<file path="src/sleep_ctrl_cfg.svh">
// constants for the sleep-mode controller: offsets, fields, reset values, timing
`ifndef SLEEP_CTRL_CFG_SVH
`define SLEEP_CTRL_CFG_SVH
`define SC_ADDR_CTRL 4'h0
`define SC_ADDR_STATUS 4'h1
`define SC_ADDR_CFG 4'h2
`define SC_CTRL_RESET 8'h00
`define SC_CFG_RESET 8'h00
`define SC_ARM_BIT 7
`define SC_SEL_HI 6
`define SC_SEL_LO 4
`define SC_CFG_XTAL_BIT 0
`define SC_CFG_ASYNC_BIT 1
`define SC_CFG_ADC_EN_BIT 2
`define SC_CFG_GIE_BIT 3
`define SC_CFG_T2IE_BIT 4
`define SC_CFG_SUT_HI 7
`define SC_CFG_SUT_LO 5
`define SC_HALT_EXTRA 8'h04
`define SC_STANDBY_WAKE 8'h06
`define SC_PD_WAKE_BASE 8'h06
`define SC_IDLE_WAKE 8'h00
`endif

</file>
<file path="src/sleep_ctrl_pkg.sv">
// types shared by the sleep-mode controller files
package sleep_ctrl_pkg;
   typedef enum logic [2:0] {
      MODE_IDLE = 3'b000,
      MODE_NOISE = 3'b001,
      MODE_PDOWN = 3'b010,
      MODE_PSAVE = 3'b011,
      MODE_RSV4 = 3'b100,
      MODE_RSV5 = 3'b101,
      MODE_STANDBY = 3'b110,
      MODE_EXT_STANDBY = 3'b111
   } sleep_mode_t;

   typedef enum logic [1:0] {
      ST_RUN = 2'b00,
      ST_SLEEP = 2'b01,
      ST_WAKE = 2'b10
   } sleep_state_t;

   // clock domain gates, 1 = clock runs
   typedef struct packed {
      logic core_clock_domain;
      logic program_memory_clock;
      logic peripheral_io_clock;
      logic adc_clock;
      logic async_clock;
      logic main_osc;
   } clk_gates_t;

   // wake sources seen by the controller
   typedef struct packed {
      logic ext_reset;
      logic wdt_reset;
      logic bod_reset;
      logic twi_match;
      logic ext_irq_line2;
      logic ext_irq_line1_level;
      logic ext_irq_line0_level;
      logic ext_irq_edge;
      logic timer2_irq;
      logic adc_done;
      logic nvm_ready;
      logic other_irq;
   } wake_src_t;
endpackage

</file>
<file path="src/sleep_mode_controller.sv">
// sleep-mode controller top: control register, sleep state machine, clock gates
//
// Overview of operation
// - sleep needs arm bit set plus halt
// - 3-bit select field picks the mode
// - interrupt wakes; halt four cycles past start-up
// - wake keeps registers and memory intact
// - reset during sleep restarts from reset vector
// - control register layout; all RW, reset zero
// - idle stops core and program clocks only
// - idle wakes on external and internal interrupts
// - idle or noise mode starts a conversion
// - noise mode also stops the io clock
// - noise mode wakes on listed sources only
// - power-down stops oscillator and generated clocks
// - power-down wakes on listed sources only
// - power-down wake delayed by start-up setting
// - power-save keeps async timer 2 running
// - standby modes need crystal clock source
// - standby modes keep oscillator, wake six cycles
//
// Design decisions made here: the plain strobed port and the address map.
`timescale 1ns/1ps
`include "sleep_ctrl_cfg.svh"
module sleep_mode_controller
   import sleep_ctrl_pkg::*;
(
   input wire logic clk_i,
   input wire logic reset_n_i,
   // register port
   input wire logic [3:0] reg_addr_i,
   input wire logic [7:0] reg_wdata_i,
   input wire logic reg_wr_i,
   input wire logic reg_rd_i,
   output logic [7:0] reg_rdata_o,
   // core handshake
   input wire logic halt_exec_i,
   output logic core_hold_o,
   output logic resume_irq_o,
   output logic resume_reset_o,
   // wake sources
   input wire wake_src_t wake_src_i,
   // clock gates and side effects
   output clk_gates_t clk_gates_o,
   output logic adc_start_o,
   output logic [3:0] sense_ctrl_o
);
   typedef struct packed {
      logic [7:0] ctrl;
      logic [7:0] cfg;
      sleep_state_t st;
      sleep_mode_t mode;
      logic wake_rst;
      logic [7:0] rdata;
      logic hold;
      logic res_irq;
      logic res_rst;
      clk_gates_t gates;
      logic adc_start;
   } top_state_t;

   top_state_t s_q;
   top_state_t s_d;
   clk_gates_t dec_gates;
   logic dec_wake;
   logic delay_load;
   logic [7:0] delay_count;
   logic delay_done;
   sleep_mode_t sel_mode;
   logic any_reset;

   // register read decode, used for read data
   function automatic logic [7:0] read_mux(input logic [3:0] a, input top_state_t s);
      logic [7:0] v;
      v = 8'h00;
      unique case (a)
         `SC_ADDR_CTRL: v = s.ctrl;
         `SC_ADDR_STATUS: v = {3'b000, s.st, s.mode};
         `SC_ADDR_CFG: v = s.cfg;
         default: v = 8'h00; // unmapped reads as zero
      endcase
      return v;
   endfunction

   // standby codes fall back to no sleep unless the crystal is selected
   function automatic logic mode_allowed(input sleep_mode_t m, input logic xtal);
      logic ok;
      ok = 1'b1;
      if (m == MODE_RSV4 || m == MODE_RSV5) begin
         ok = 1'b0;
      end else if (m == MODE_STANDBY || m == MODE_EXT_STANDBY) begin
         ok = xtal;
      end
      return ok;
   endfunction

   assign sel_mode = sleep_mode_t'(s_q.ctrl[`SC_SEL_HI:`SC_SEL_LO]);
   assign any_reset = wake_src_i.ext_reset | wake_src_i.wdt_reset | wake_src_i.bod_reset;

   sleep_mode_decode u_decode (
      .mode_i(s_q.mode),
      .sleeping_i(s_q.st == ST_SLEEP),
      .timer2_async_select_i(s_q.cfg[`SC_CFG_ASYNC_BIT]),
      .gie_i(s_q.cfg[`SC_CFG_GIE_BIT]),
      .t2ie_i(s_q.cfg[`SC_CFG_T2IE_BIT]),
      .src_i(wake_src_i),
      .gates_o(dec_gates),
      .wake_o(dec_wake)
   );

   // wake delay: start-up per mode plus the fixed halt cycles
   always_comb begin
      delay_load = (s_q.st == ST_SLEEP) && dec_wake;
      unique case (s_q.mode)
         MODE_PDOWN, MODE_PSAVE: begin
            // start-up comes from the clock source setting
            delay_count = `SC_PD_WAKE_BASE + {5'b00000, s_q.cfg[`SC_CFG_SUT_HI:`SC_CFG_SUT_LO]}
               + `SC_HALT_EXTRA;
         end
         MODE_STANDBY, MODE_EXT_STANDBY: begin
            delay_count = `SC_STANDBY_WAKE + `SC_HALT_EXTRA;
         end
         default: begin
            delay_count = `SC_IDLE_WAKE + `SC_HALT_EXTRA;
         end
      endcase
   end

   wake_delay u_delay (
      .clk_i(clk_i),
      .reset_n_i(reset_n_i),
      .load_i(delay_load),
      .count_i(delay_count),
      .done_o(delay_done)
   );

   // register port, sleep state machine and registered outputs
   always_comb begin
      s_d = s_q;
      s_d.rdata = 8'h00;
      s_d.res_irq = 1'b0;
      s_d.res_rst = 1'b0;
      s_d.adc_start = 1'b0;
      if (reg_rd_i) begin
         s_d.rdata = read_mux(reg_addr_i, s_q);
      end
      if (reg_wr_i) begin
         unique case (reg_addr_i)
            `SC_ADDR_CTRL: s_d.ctrl = reg_wdata_i; // all bits writable
            `SC_ADDR_CFG: s_d.cfg = reg_wdata_i;
            default: ;
         endcase
      end
      unique case (s_q.st)
         ST_RUN: begin
            // halt without arm, or with a refused code, just continues
            if (halt_exec_i && s_q.ctrl[`SC_ARM_BIT]
                && mode_allowed(sel_mode, s_q.cfg[`SC_CFG_XTAL_BIT])) begin
               s_d.st = ST_SLEEP;
               s_d.mode = sel_mode;
               s_d.hold = 1'b1;
               // conversion kicks off on entry when enabled
               s_d.adc_start = s_q.cfg[`SC_CFG_ADC_EN_BIT]
                  && (sel_mode == MODE_IDLE || sel_mode == MODE_NOISE);
            end
         end
         ST_SLEEP: begin
            if (dec_wake) begin
               s_d.st = ST_WAKE;
               s_d.wake_rst = any_reset; // reset outranks interrupts
            end
         end
         ST_WAKE: begin
            if (delay_done) begin
               s_d.st = ST_RUN;
               s_d.hold = 1'b0;
               // core state untouched; core resumes or restarts
               s_d.res_irq = ~s_q.wake_rst;
               s_d.res_rst = s_q.wake_rst;
            end
         end
         default: s_d.st = ST_RUN;
      endcase
      // gates follow the decoder while asleep, re-open once awake
      s_d.gates = (s_d.st == ST_SLEEP) ? dec_gates : '1;
      if (s_q.st == ST_SLEEP && s_d.st == ST_SLEEP) begin
         s_d.gates = dec_gates;
      end
      if (s_q.st == ST_RUN && s_d.st == ST_SLEEP) begin
         // first sleeping cycle: gates computed from the chosen mode next cycle
         s_d.gates.core_clock_domain = 1'b0;
         s_d.gates.program_memory_clock = 1'b0;
      end
   end

   always_ff @(posedge clk_i or negedge reset_n_i) begin
      if (!reset_n_i) begin
         s_q <= '0;
         s_q.ctrl <= `SC_CTRL_RESET;
         s_q.cfg <= `SC_CFG_RESET;
         s_q.st <= ST_RUN;
         s_q.mode <= MODE_IDLE;
         s_q.gates <= '1;
      end else begin
         s_q <= s_d;
      end
   end

   assign reg_rdata_o = s_q.rdata;
   assign core_hold_o = s_q.hold;
   assign resume_irq_o = s_q.res_irq;
   assign resume_reset_o = s_q.res_rst;
   assign clk_gates_o = s_q.gates;
   assign adc_start_o = s_q.adc_start;
   assign sense_ctrl_o = s_q.ctrl[3:0];
endmodule // sleep_mode_controller

</file>
<file path="src/sleep_mode_decode.sv">
// mode decode: clock gates and permitted wake sources per sleep mode
`timescale 1ns/1ps
`include "sleep_ctrl_cfg.svh"
module sleep_mode_decode
   import sleep_ctrl_pkg::*;
(
   input wire sleep_mode_t mode_i,
   input wire logic sleeping_i,
   input wire logic timer2_async_select_i,
   input wire logic gie_i,
   input wire logic t2ie_i,
   input wire wake_src_t src_i,
   output clk_gates_t gates_o,
   output logic wake_o
);
   logic rst_any;
   logic deep_ok;
   logic t2_ok;

   // resets wake from every mode
   assign rst_any = src_i.ext_reset | src_i.wdt_reset | src_i.bod_reset;
   // only resets, TWI match, line2 or level interrupts on lines 0/1 reach a stopped clock
   assign deep_ok = rst_any | src_i.twi_match | src_i.ext_irq_line2
      | src_i.ext_irq_line0_level | src_i.ext_irq_line1_level;
   assign t2_ok = timer2_async_select_i & t2ie_i & gie_i & src_i.timer2_irq;

   always_comb begin
      gates_o = '1;
      wake_o = 1'b0;
      if (sleeping_i) begin
         unique case (mode_i)
            MODE_IDLE: begin
               gates_o.core_clock_domain = 1'b0;
               gates_o.program_memory_clock = 1'b0;
               wake_o = deep_ok | src_i.ext_irq_edge | src_i.timer2_irq | src_i.adc_done
                  | src_i.nvm_ready | src_i.other_irq;
            end
            MODE_NOISE: begin
               gates_o.core_clock_domain = 1'b0;
               gates_o.program_memory_clock = 1'b0;
               gates_o.peripheral_io_clock = 1'b0;
               wake_o = deep_ok | src_i.adc_done | src_i.timer2_irq | src_i.nvm_ready;
            end
            MODE_PDOWN, MODE_STANDBY: begin
               gates_o = '0;
               gates_o.main_osc = (mode_i == MODE_STANDBY);
               wake_o = deep_ok;
            end
            MODE_PSAVE, MODE_EXT_STANDBY: begin
               gates_o = '0;
               gates_o.async_clock = timer2_async_select_i;
               gates_o.main_osc = (mode_i == MODE_EXT_STANDBY);
               wake_o = deep_ok | t2_ok;
            end
            default: begin
               wake_o = 1'b1; // reserved codes never sleep
            end
         endcase
      end
   end
endmodule // sleep_mode_decode

</file>
<file path="src/wake_delay.sv">
// down counter that times the start-up delay plus halt cycles
`timescale 1ns/1ps
`include "sleep_ctrl_cfg.svh"
module wake_delay
   import sleep_ctrl_pkg::*;
(
   input wire logic clk_i,
   input wire logic reset_n_i,
   input wire logic load_i,
   input wire logic [7:0] count_i,
   output logic done_o
);
   typedef struct packed {
      logic [7:0] cnt;
      logic busy;
   } delay_state_t;

   delay_state_t s_q;
   delay_state_t s_d;

   // load, then count to zero; done is a one-cycle pulse
   always_comb begin
      s_d = s_q;
      done_o = s_q.busy && (s_q.cnt == 8'h01);
      if (load_i) begin
         s_d.cnt = count_i;
         s_d.busy = 1'b1;
      end else if (s_q.busy) begin
         s_d.cnt = s_q.cnt - 8'h01;
         if (s_q.cnt == 8'h01) begin
            s_d.busy = 1'b0;
         end
      end
   end

   always_ff @(posedge clk_i or negedge reset_n_i) begin
      if (!reset_n_i) begin
         s_q <= '0;
      end else begin
         s_q <= s_d;
      end
   end
endmodule // wake_delay

</file>
<file path="config.mk">
export PLATFORM = sky130hd
export DESIGN_NAME = sleep_mode_controller
export DESIGN_NICKNAME = d
export VERILOG_FILES = /design/src/sleep_ctrl_pkg.sv /design/src/sleep_mode_controller.sv /design/src/sleep_mode_decode.sv /design/src/wake_delay.sv
export VERILOG_INCLUDE_DIRS = /design/src /design/src/src
export SDC_FILE = /design/constraint.sdc
export NUM_CORES = 1
export LEC_CHECK = 0
export BUFFER_PORTS_ARGS = -buffer_cell sky130_fd_sc_hd__buf_2
export CORE_UTILIZATION = 53
export DETAILED_ROUTE_END_ITERATION = 8
export PLACE_DENSITY_LB_ADDON = 0.1
export SLEW_MARGIN = 20
export SYNTH_ARGS = -nofsm -noshare
export SYNTH_HDL_FRONTEND = slang
export SYNTH_SLANG_ARGS = --single-unit
export TNS_END_PERCENT = 30
</file>
<file path="constraint.sdc">
create_clock -name clk_i -period 3.6 [get_ports clk_i]
set_clock_uncertainty 0.1 [all_clocks]
set_input_delay 0.54 -clock clk_i [delete_from_list [all_inputs] [get_ports clk_i]]
set_output_delay 0.54 -clock clk_i [all_outputs]
set_load 0.01 [all_outputs]
</file>
Word level (Yosys, flattened, before mapping) --
Cells that the tools add are included.
Word-level totals: register bits 49, input bits 29, output and inout port bits 22, logic and storage cells 113
Operators by class: add/subtract/negate cells 3, equal/unequal tests 18, mux-type cells 28, bitwise logic cells 19, reductions and logical operators 27
Operators with widths (number):
- $pmux W8 S3 | 1
- $eq A3 B3 Y1 const B | 6
- $mux W6 | 3
- $mux W9 | 2
- $or A1 B1 Y1 | 15
- $mux W2 | 5
- $pmux W5 S2 | 1
- $mux W1 | 9
- $eq A8 B1 Y1 const B | 1
- $mux W8 | 1
- $reduce_and A2 Y1 | 4
- $reduce_or A2 Y1 | 4
- $sub A8 B1 Y8 const B | 1
- $logic_and A1 B1 Y1 | 7
- $eq A3 B1 Y1 const B | 2
- $eq A3 B2 Y1 const B | 2
- $logic_not A3 Y1 | 2
- $pmux W2 S3 | 1
- $pmux W3 S2 | 1
- $reduce_or A6 Y1 | 1
- $add A4 B3 Y5 const B | 1
- $mux W5 | 1
- $reduce_or A5 Y1 | 1
- $add A3 B3 Y4 const A | 1
- other kinds (15) | 22

Longest topological paths before layout --
word-level depth 19, mapped depth 6, depth with buffers taken out 6

Modules after synthesis --
A second synthesis with hierarchy kept.
Unflattened totals: cell total of the unflattened synthesis 220, area total of the unflattened synthesis 2553.7 um2
Modules (own cells, without submodules):
- sleep_mode_controller | times used 1, cells an instance 147, area each 1933.1 um2, sequential area each 1008.5 um2
- wake_delay | times used 1, cells an instance 55, area each 510.5 um2, sequential area each 225.2 um2
- sleep_mode_decode | times used 1, cells an instance 18, area each 110.1 um2, sequential area each 0.0 um2

Least setup slack after synthesis --
Ideal clock, no wire load.
kind input to register, start point input port wake_src_i[10] (netlist name), end point register u_delay.s_q[1] (netlist name), library setup time 79 ps, data arrival time 1634 ps, required time 3421 ps, path slack 1786 ps, stages on the path 4, path buffers 0, path through or3_1 nand2b_4 o31ai_4 mux2i_1
On the way: cells in the longest elaborated chain, start to end 15, elaborated cells between the ends (all ways) 20, classes of those cells 3 x mux; 15 x bitwise; 2 x reduce/logical
Ends and longest elaborated chain:
- from (decl) | RTL line sleep_mode_controller.sv:42 | input wire wake_src_t wake_src_i,
- $or A1 B1 Y1 (*) (2 in series) | RTL line sleep_mode_decode.sv:21 | assign rst_any = src_i.ext_reset | src_i.wdt_reset | src_i.bod_reset;
- $or A1 B1 Y1 (*) (2 in series) | RTL line sleep_mode_decode.sv:23 | assign deep_ok = rst_any | src_i.twi_match | src_i.ext_irq_line2
- $or A1 B1 Y1 (*) (2 in series) | RTL line sleep_mode_decode.sv:24 | | src_i.ext_irq_line0_level | src_i.ext_irq_line1_level;
- $or A1 B1 Y1 (3 in series) | RTL line sleep_mode_decode.sv:35 | wake_o = deep_ok | src_i.ext_irq_edge | src_i.timer2_irq | src_i.adc_done
- $or A1 B1 Y1 (2 in series) | RTL line sleep_mode_decode.sv:36 | | src_i.nvm_ready | src_i.other_irq;
- $pmux W1 S4 (*) | RTL line sleep_mode_decode.sv:31 | unique case (mode_i)
- $mux W1 (*) | RTL line sleep_mode_decode.sv:30 | if (sleeping_i) begin
- $logic_and A1 B1 Y1 (*) | RTL line sleep_mode_controller.sv:113 | delay_load = (s_q.st == ST_SLEEP) && dec_wake;
- $mux W9 or $reduce_bool A2 Y1 (tied branches)
- to (signal assigned) | RTL line wake_delay.sv:38 | s_q <= '0;
- to (signal assigned) | RTL line wake_delay.sv:40 | s_q <= s_d;
- to (decl) | RTL line wake_delay.sv:18 | delay_state_t s_q;
Mark *: on every way between the ends. The rest lies on a longest branch, timed or not. A chain may end at the register's enable or synchronous reset.

==> parameters.txt <==
Parameter                              Value

Timing
  Post-layout worst setup margin    1.65 ns
  Slew of the pin with the lowest slew margin    0.769 ns
  Final critical path time including I/O delays and setup    1.95 ns
  Portion of the clock cycle consumed by the worst path in the final layout    54.2%
  Total Neg Setup Slack    0 ns
  RSZ-0062 raised after global routing    no
  Highest clock rate    513 MHz
  Count of endpoints failing hold in the final timing report    0
  Slew headroom    48.6%
  Slew Viols, Final    0
  Count of endpoints failing setup in the final report    0

Clocking
  Clk sinks    48
  Clk buf depth    2
  Clock tree from TritonCTS    done
  Total number of H-tree levels    2
  Worst-Skew Late Latency    0.31 ns
  Setup repair bufs after CTS    0
  Clock root buffer    sky130_fd_sc_hd__clkbuf_8
  TritonCTS buffer count    5
  Number of gates resized after CTS    0
  Register clock-pin slew on the reported worst setup and hold paths    0.09 ns
  Quantity of hold-fixing buffers added after cts    0

Setup path
  Longest individual stage delay on the worst path    0.52 ns
  Max FO, Critical Path    10
  Critical-path cell list    nor4_2 > a21oi_2 > o31ai_4 > o21ai_0
  Element type at the critical path end    flop
  Kind of start point of the critical path    flop
  Data arrival, critical path    2.01 ns
  Required arrival time at the worst endpoint    3.66 ns
  Type of the worst setup path    flop to flop
  Slowest cell on the critical path    sky130_fd_sc_hd__o31ai_4

Synthesis
  Xor/xnor cell area share of the yosys netlist    2.60%
  Net Count, Synth    232
  Synth Area in Compound Gates    8.81%
  Proportion of synthesized flip-flops having asynchronous set or reset    100%
  Biggest area consumer among synthesized cells    sky130_fd_sc_hd__dfrtp_1
  Share of synthesized area occupied by flip-flops and latches    51.2%
  Number of enable flip-flop cells after synthesis    0
  Synthesized-area fraction occupied by and/or/nand/nor cells    16.4%
  Average cell area after synthesis    11.8 um2
  Dominant cells by area after synthesis    sky130_fd_sc_hd__dfrtp_1 46%, sky130_fd_sc_hd__mux2_2 11%, sky130_fd_sc_hd__buf_4 5.7%
  Arithmetic-cell share of the synthesized area counting full adders, half adders and majority gates    1.59%
  Seq cells post-synth    48
  Number of library cell types mapped by synthesis    44
  Gate Count Post-Synth    200
  Ys flop type    sky130_fd_sc_hd__dfrtp_1
  Combinational family with the most area after synthesis    simple AND/OR/NAND/NOR gates
  Netlist Area Pre-Place    2360 um2
  Area share of the leading cell type in the synthesized netlist    45.6%
  Fraction of synthesized area in multiplexers    11.8%
  Synth warn    0

Cells and area
  Fraction of final layout cells with drive strength greater than 1    39.4%
  Final net count    267
  ANT cells    0
  Signed area change from the synthesized netlist to the final layout    11.2%
  Total of fill cells in the finished design    338

Floorplan
  Die Area    4720 um2
  Initial standard-cell utilization of the core    56.9%
  Placement Rows    23
  Core area    4140 um2
  Count of pins on the block boundary    51
  Horizontal die dimension    68.7 um
  Die Height    68.7 um

GRT
  Overall overflow remaining after global route    0
  Number of global-route vias before repair    1585
  All-layer global routing usage    22.6%
  Global-route wire length before repair    7540 um
  Maximum number of pins on one net before global-route repair    49
  Antenna violations before repair    0

Job
  Max Cap Viol    0

Routing
  Drt total wl    4690 um
  DRC violation total after the first TritonRoute iteration    131
  Vias after detailed routing    1592
  Detail-routed via count per cell    5.57
  Average detailed-routed wire length per instance    16.4 um
  Number of antenna-violating nets in the routed design    0
  Drt pass-1 iters    5
  DRC violation count after routing    0

Outcome
  Run status    finished, final reports clean

Power and ir drop
  Power Dens Cells    627 nW/um2
  Leakage dissipation    0.00122 uW
  Maximum resistive drop on vdd    0.410 mV

Place
  Worst setup slack after placement    1.52 ns
  Placed wire-length estimate    3480 um
  Count of input and output buffers    50
  Global placement routability congestion    0.859

Worst hold path
  Class of the tightest hold or removal check    primary input to async pin
area by class of cell:
cell class              count  area, um2  area share (%)
clock inverters             2       35.0            1.34
inverters                   6       22.5           0.858
flip-flops and latches     48       1210            46.0
clock buffers               6       72.6            2.77
multi-input cells         124        971            37.0
well taps                  50       62.6            2.38
repair buffers             50        253            9.63
critical path: cells and delay by family (launching register included):
kind | cells | cell delay, ns
AND/OR/NAND/NOR | 1 | 0.37
flip-flops | 1 | 0.48
AO/OA/AOI/OAI | 3 | 0.84
logic make-up after synthesis:
| group | count (synthesis) |
|---|---|
| XOR/XNOR | 7 |
| buffers and inverters | 28 |
| flip-flops | 48 |
| adder cells (fa/ha/maj) | 3 |
| AND/OR/NAND/NOR | 61 |
| multiplexers | 25 |
| AO/OA/AOI/OAI | 28 |
synth_stat cells (all sizes together), types with 2 or more instances:
master	instances
a21oi	4
nor2b	9
xnor2	6
a22oi	8
o21ai	6
nand2b	4
ha	3
dfrtp	43
nor4	4
nor3	3
nor4b	3
nand2	12
dfstp	5
mux2	22
buf	19
nor2	11
o31ai	2
clkbuf	3
nand3	8
inv	6
and2	3
mux2i	3
stage by stage:
step / hold WS, ns / power [uW] / util, % / area [um2] / instances
floorplan: 0.144 / 1130 / - / 2360 / 200
global placement: 0.352 / 1230 / 60.7 / 2510 / 278
detailed placement: 0.360 / 1260 / 60.7 / 2510 / 278
CTS: 0.344 / 1650 / 63.3 / 2620 / 286
global route: 0.170 / 1750 / 63.3 / 2620 / 286
finish: 0.118 / 1640 / 63.3 / 2620 / 286
routing by layer:
| metal | GRT usage [%] | vias to the layer above | wire length [um] |
|---|---|---|---|
| met5 | 0 | - | 0 |
| met4 | 7.65 | 0 | 68 |
| met3 | 5.92 | 7 | 199 |
| met2 | 34.1 | 47 | 2180 |
| met1 | 31.6 | 786 | 2240 |
| li1 | - | 752 | - |
path summary, 6_finish.rpt:
kind	from	to	slack (ns)	depth (start not counted)
worst max-delay path	s_q[21]$_DFFE_PN0P_	s_q[23]$_DFF_PN0_	1.65	4
worst min-delay path	reset_n_i	resume_reset_o$_DFF_PN0_	0.12	1
worst max register to register	s_q[21]$_DFFE_PN0P_	s_q[23]$_DFF_PN0_	1.65	4
worst min register to register	s_q[18]$_DFFE_PN0P_	resume_irq_o$_DFF_PN0_	0.38	1
max in group asynchronous	reset_n_i	reg_rdata_o[0]$_DFF_PN0_	2.88	1
min in group clk_i	reg_wdata_i[0]	s_q[24]$_DFFE_PN0P_	0.37	2
report_power, final:
part | internal (uW) | switching [uW] | total, uW | leakage, uW
logic | 225 | 197 | 422 | 0.000569
clock network | 206 | 188 | 394 | 0.0000552
registers | 671 | 158 | 829 | 0.000597
total | 1100 | 543 | 1640 | 0.00122
placed cells by master (no fill, tap or decap), drive strengths merged, types with 8 or more instances in the layout:
master,count
nor2,11
nand3,8
nand2,12
buf,50
a22oi,8
nor2b,9
dfrtp,43
mux2,22
sequential cells by signal, summed over array words and instances, names as in the netlist, 4 cells and up:
| name | flops |
|---|---|
| clk_gates_o | 5 |
| sense_ctrl_o | 4 |
| s_q | 18 |
| u_delay.s_q | 9 |
| reg_rdata_o | 8 |
Note: power is estimated with default switching activity, not from simulation.
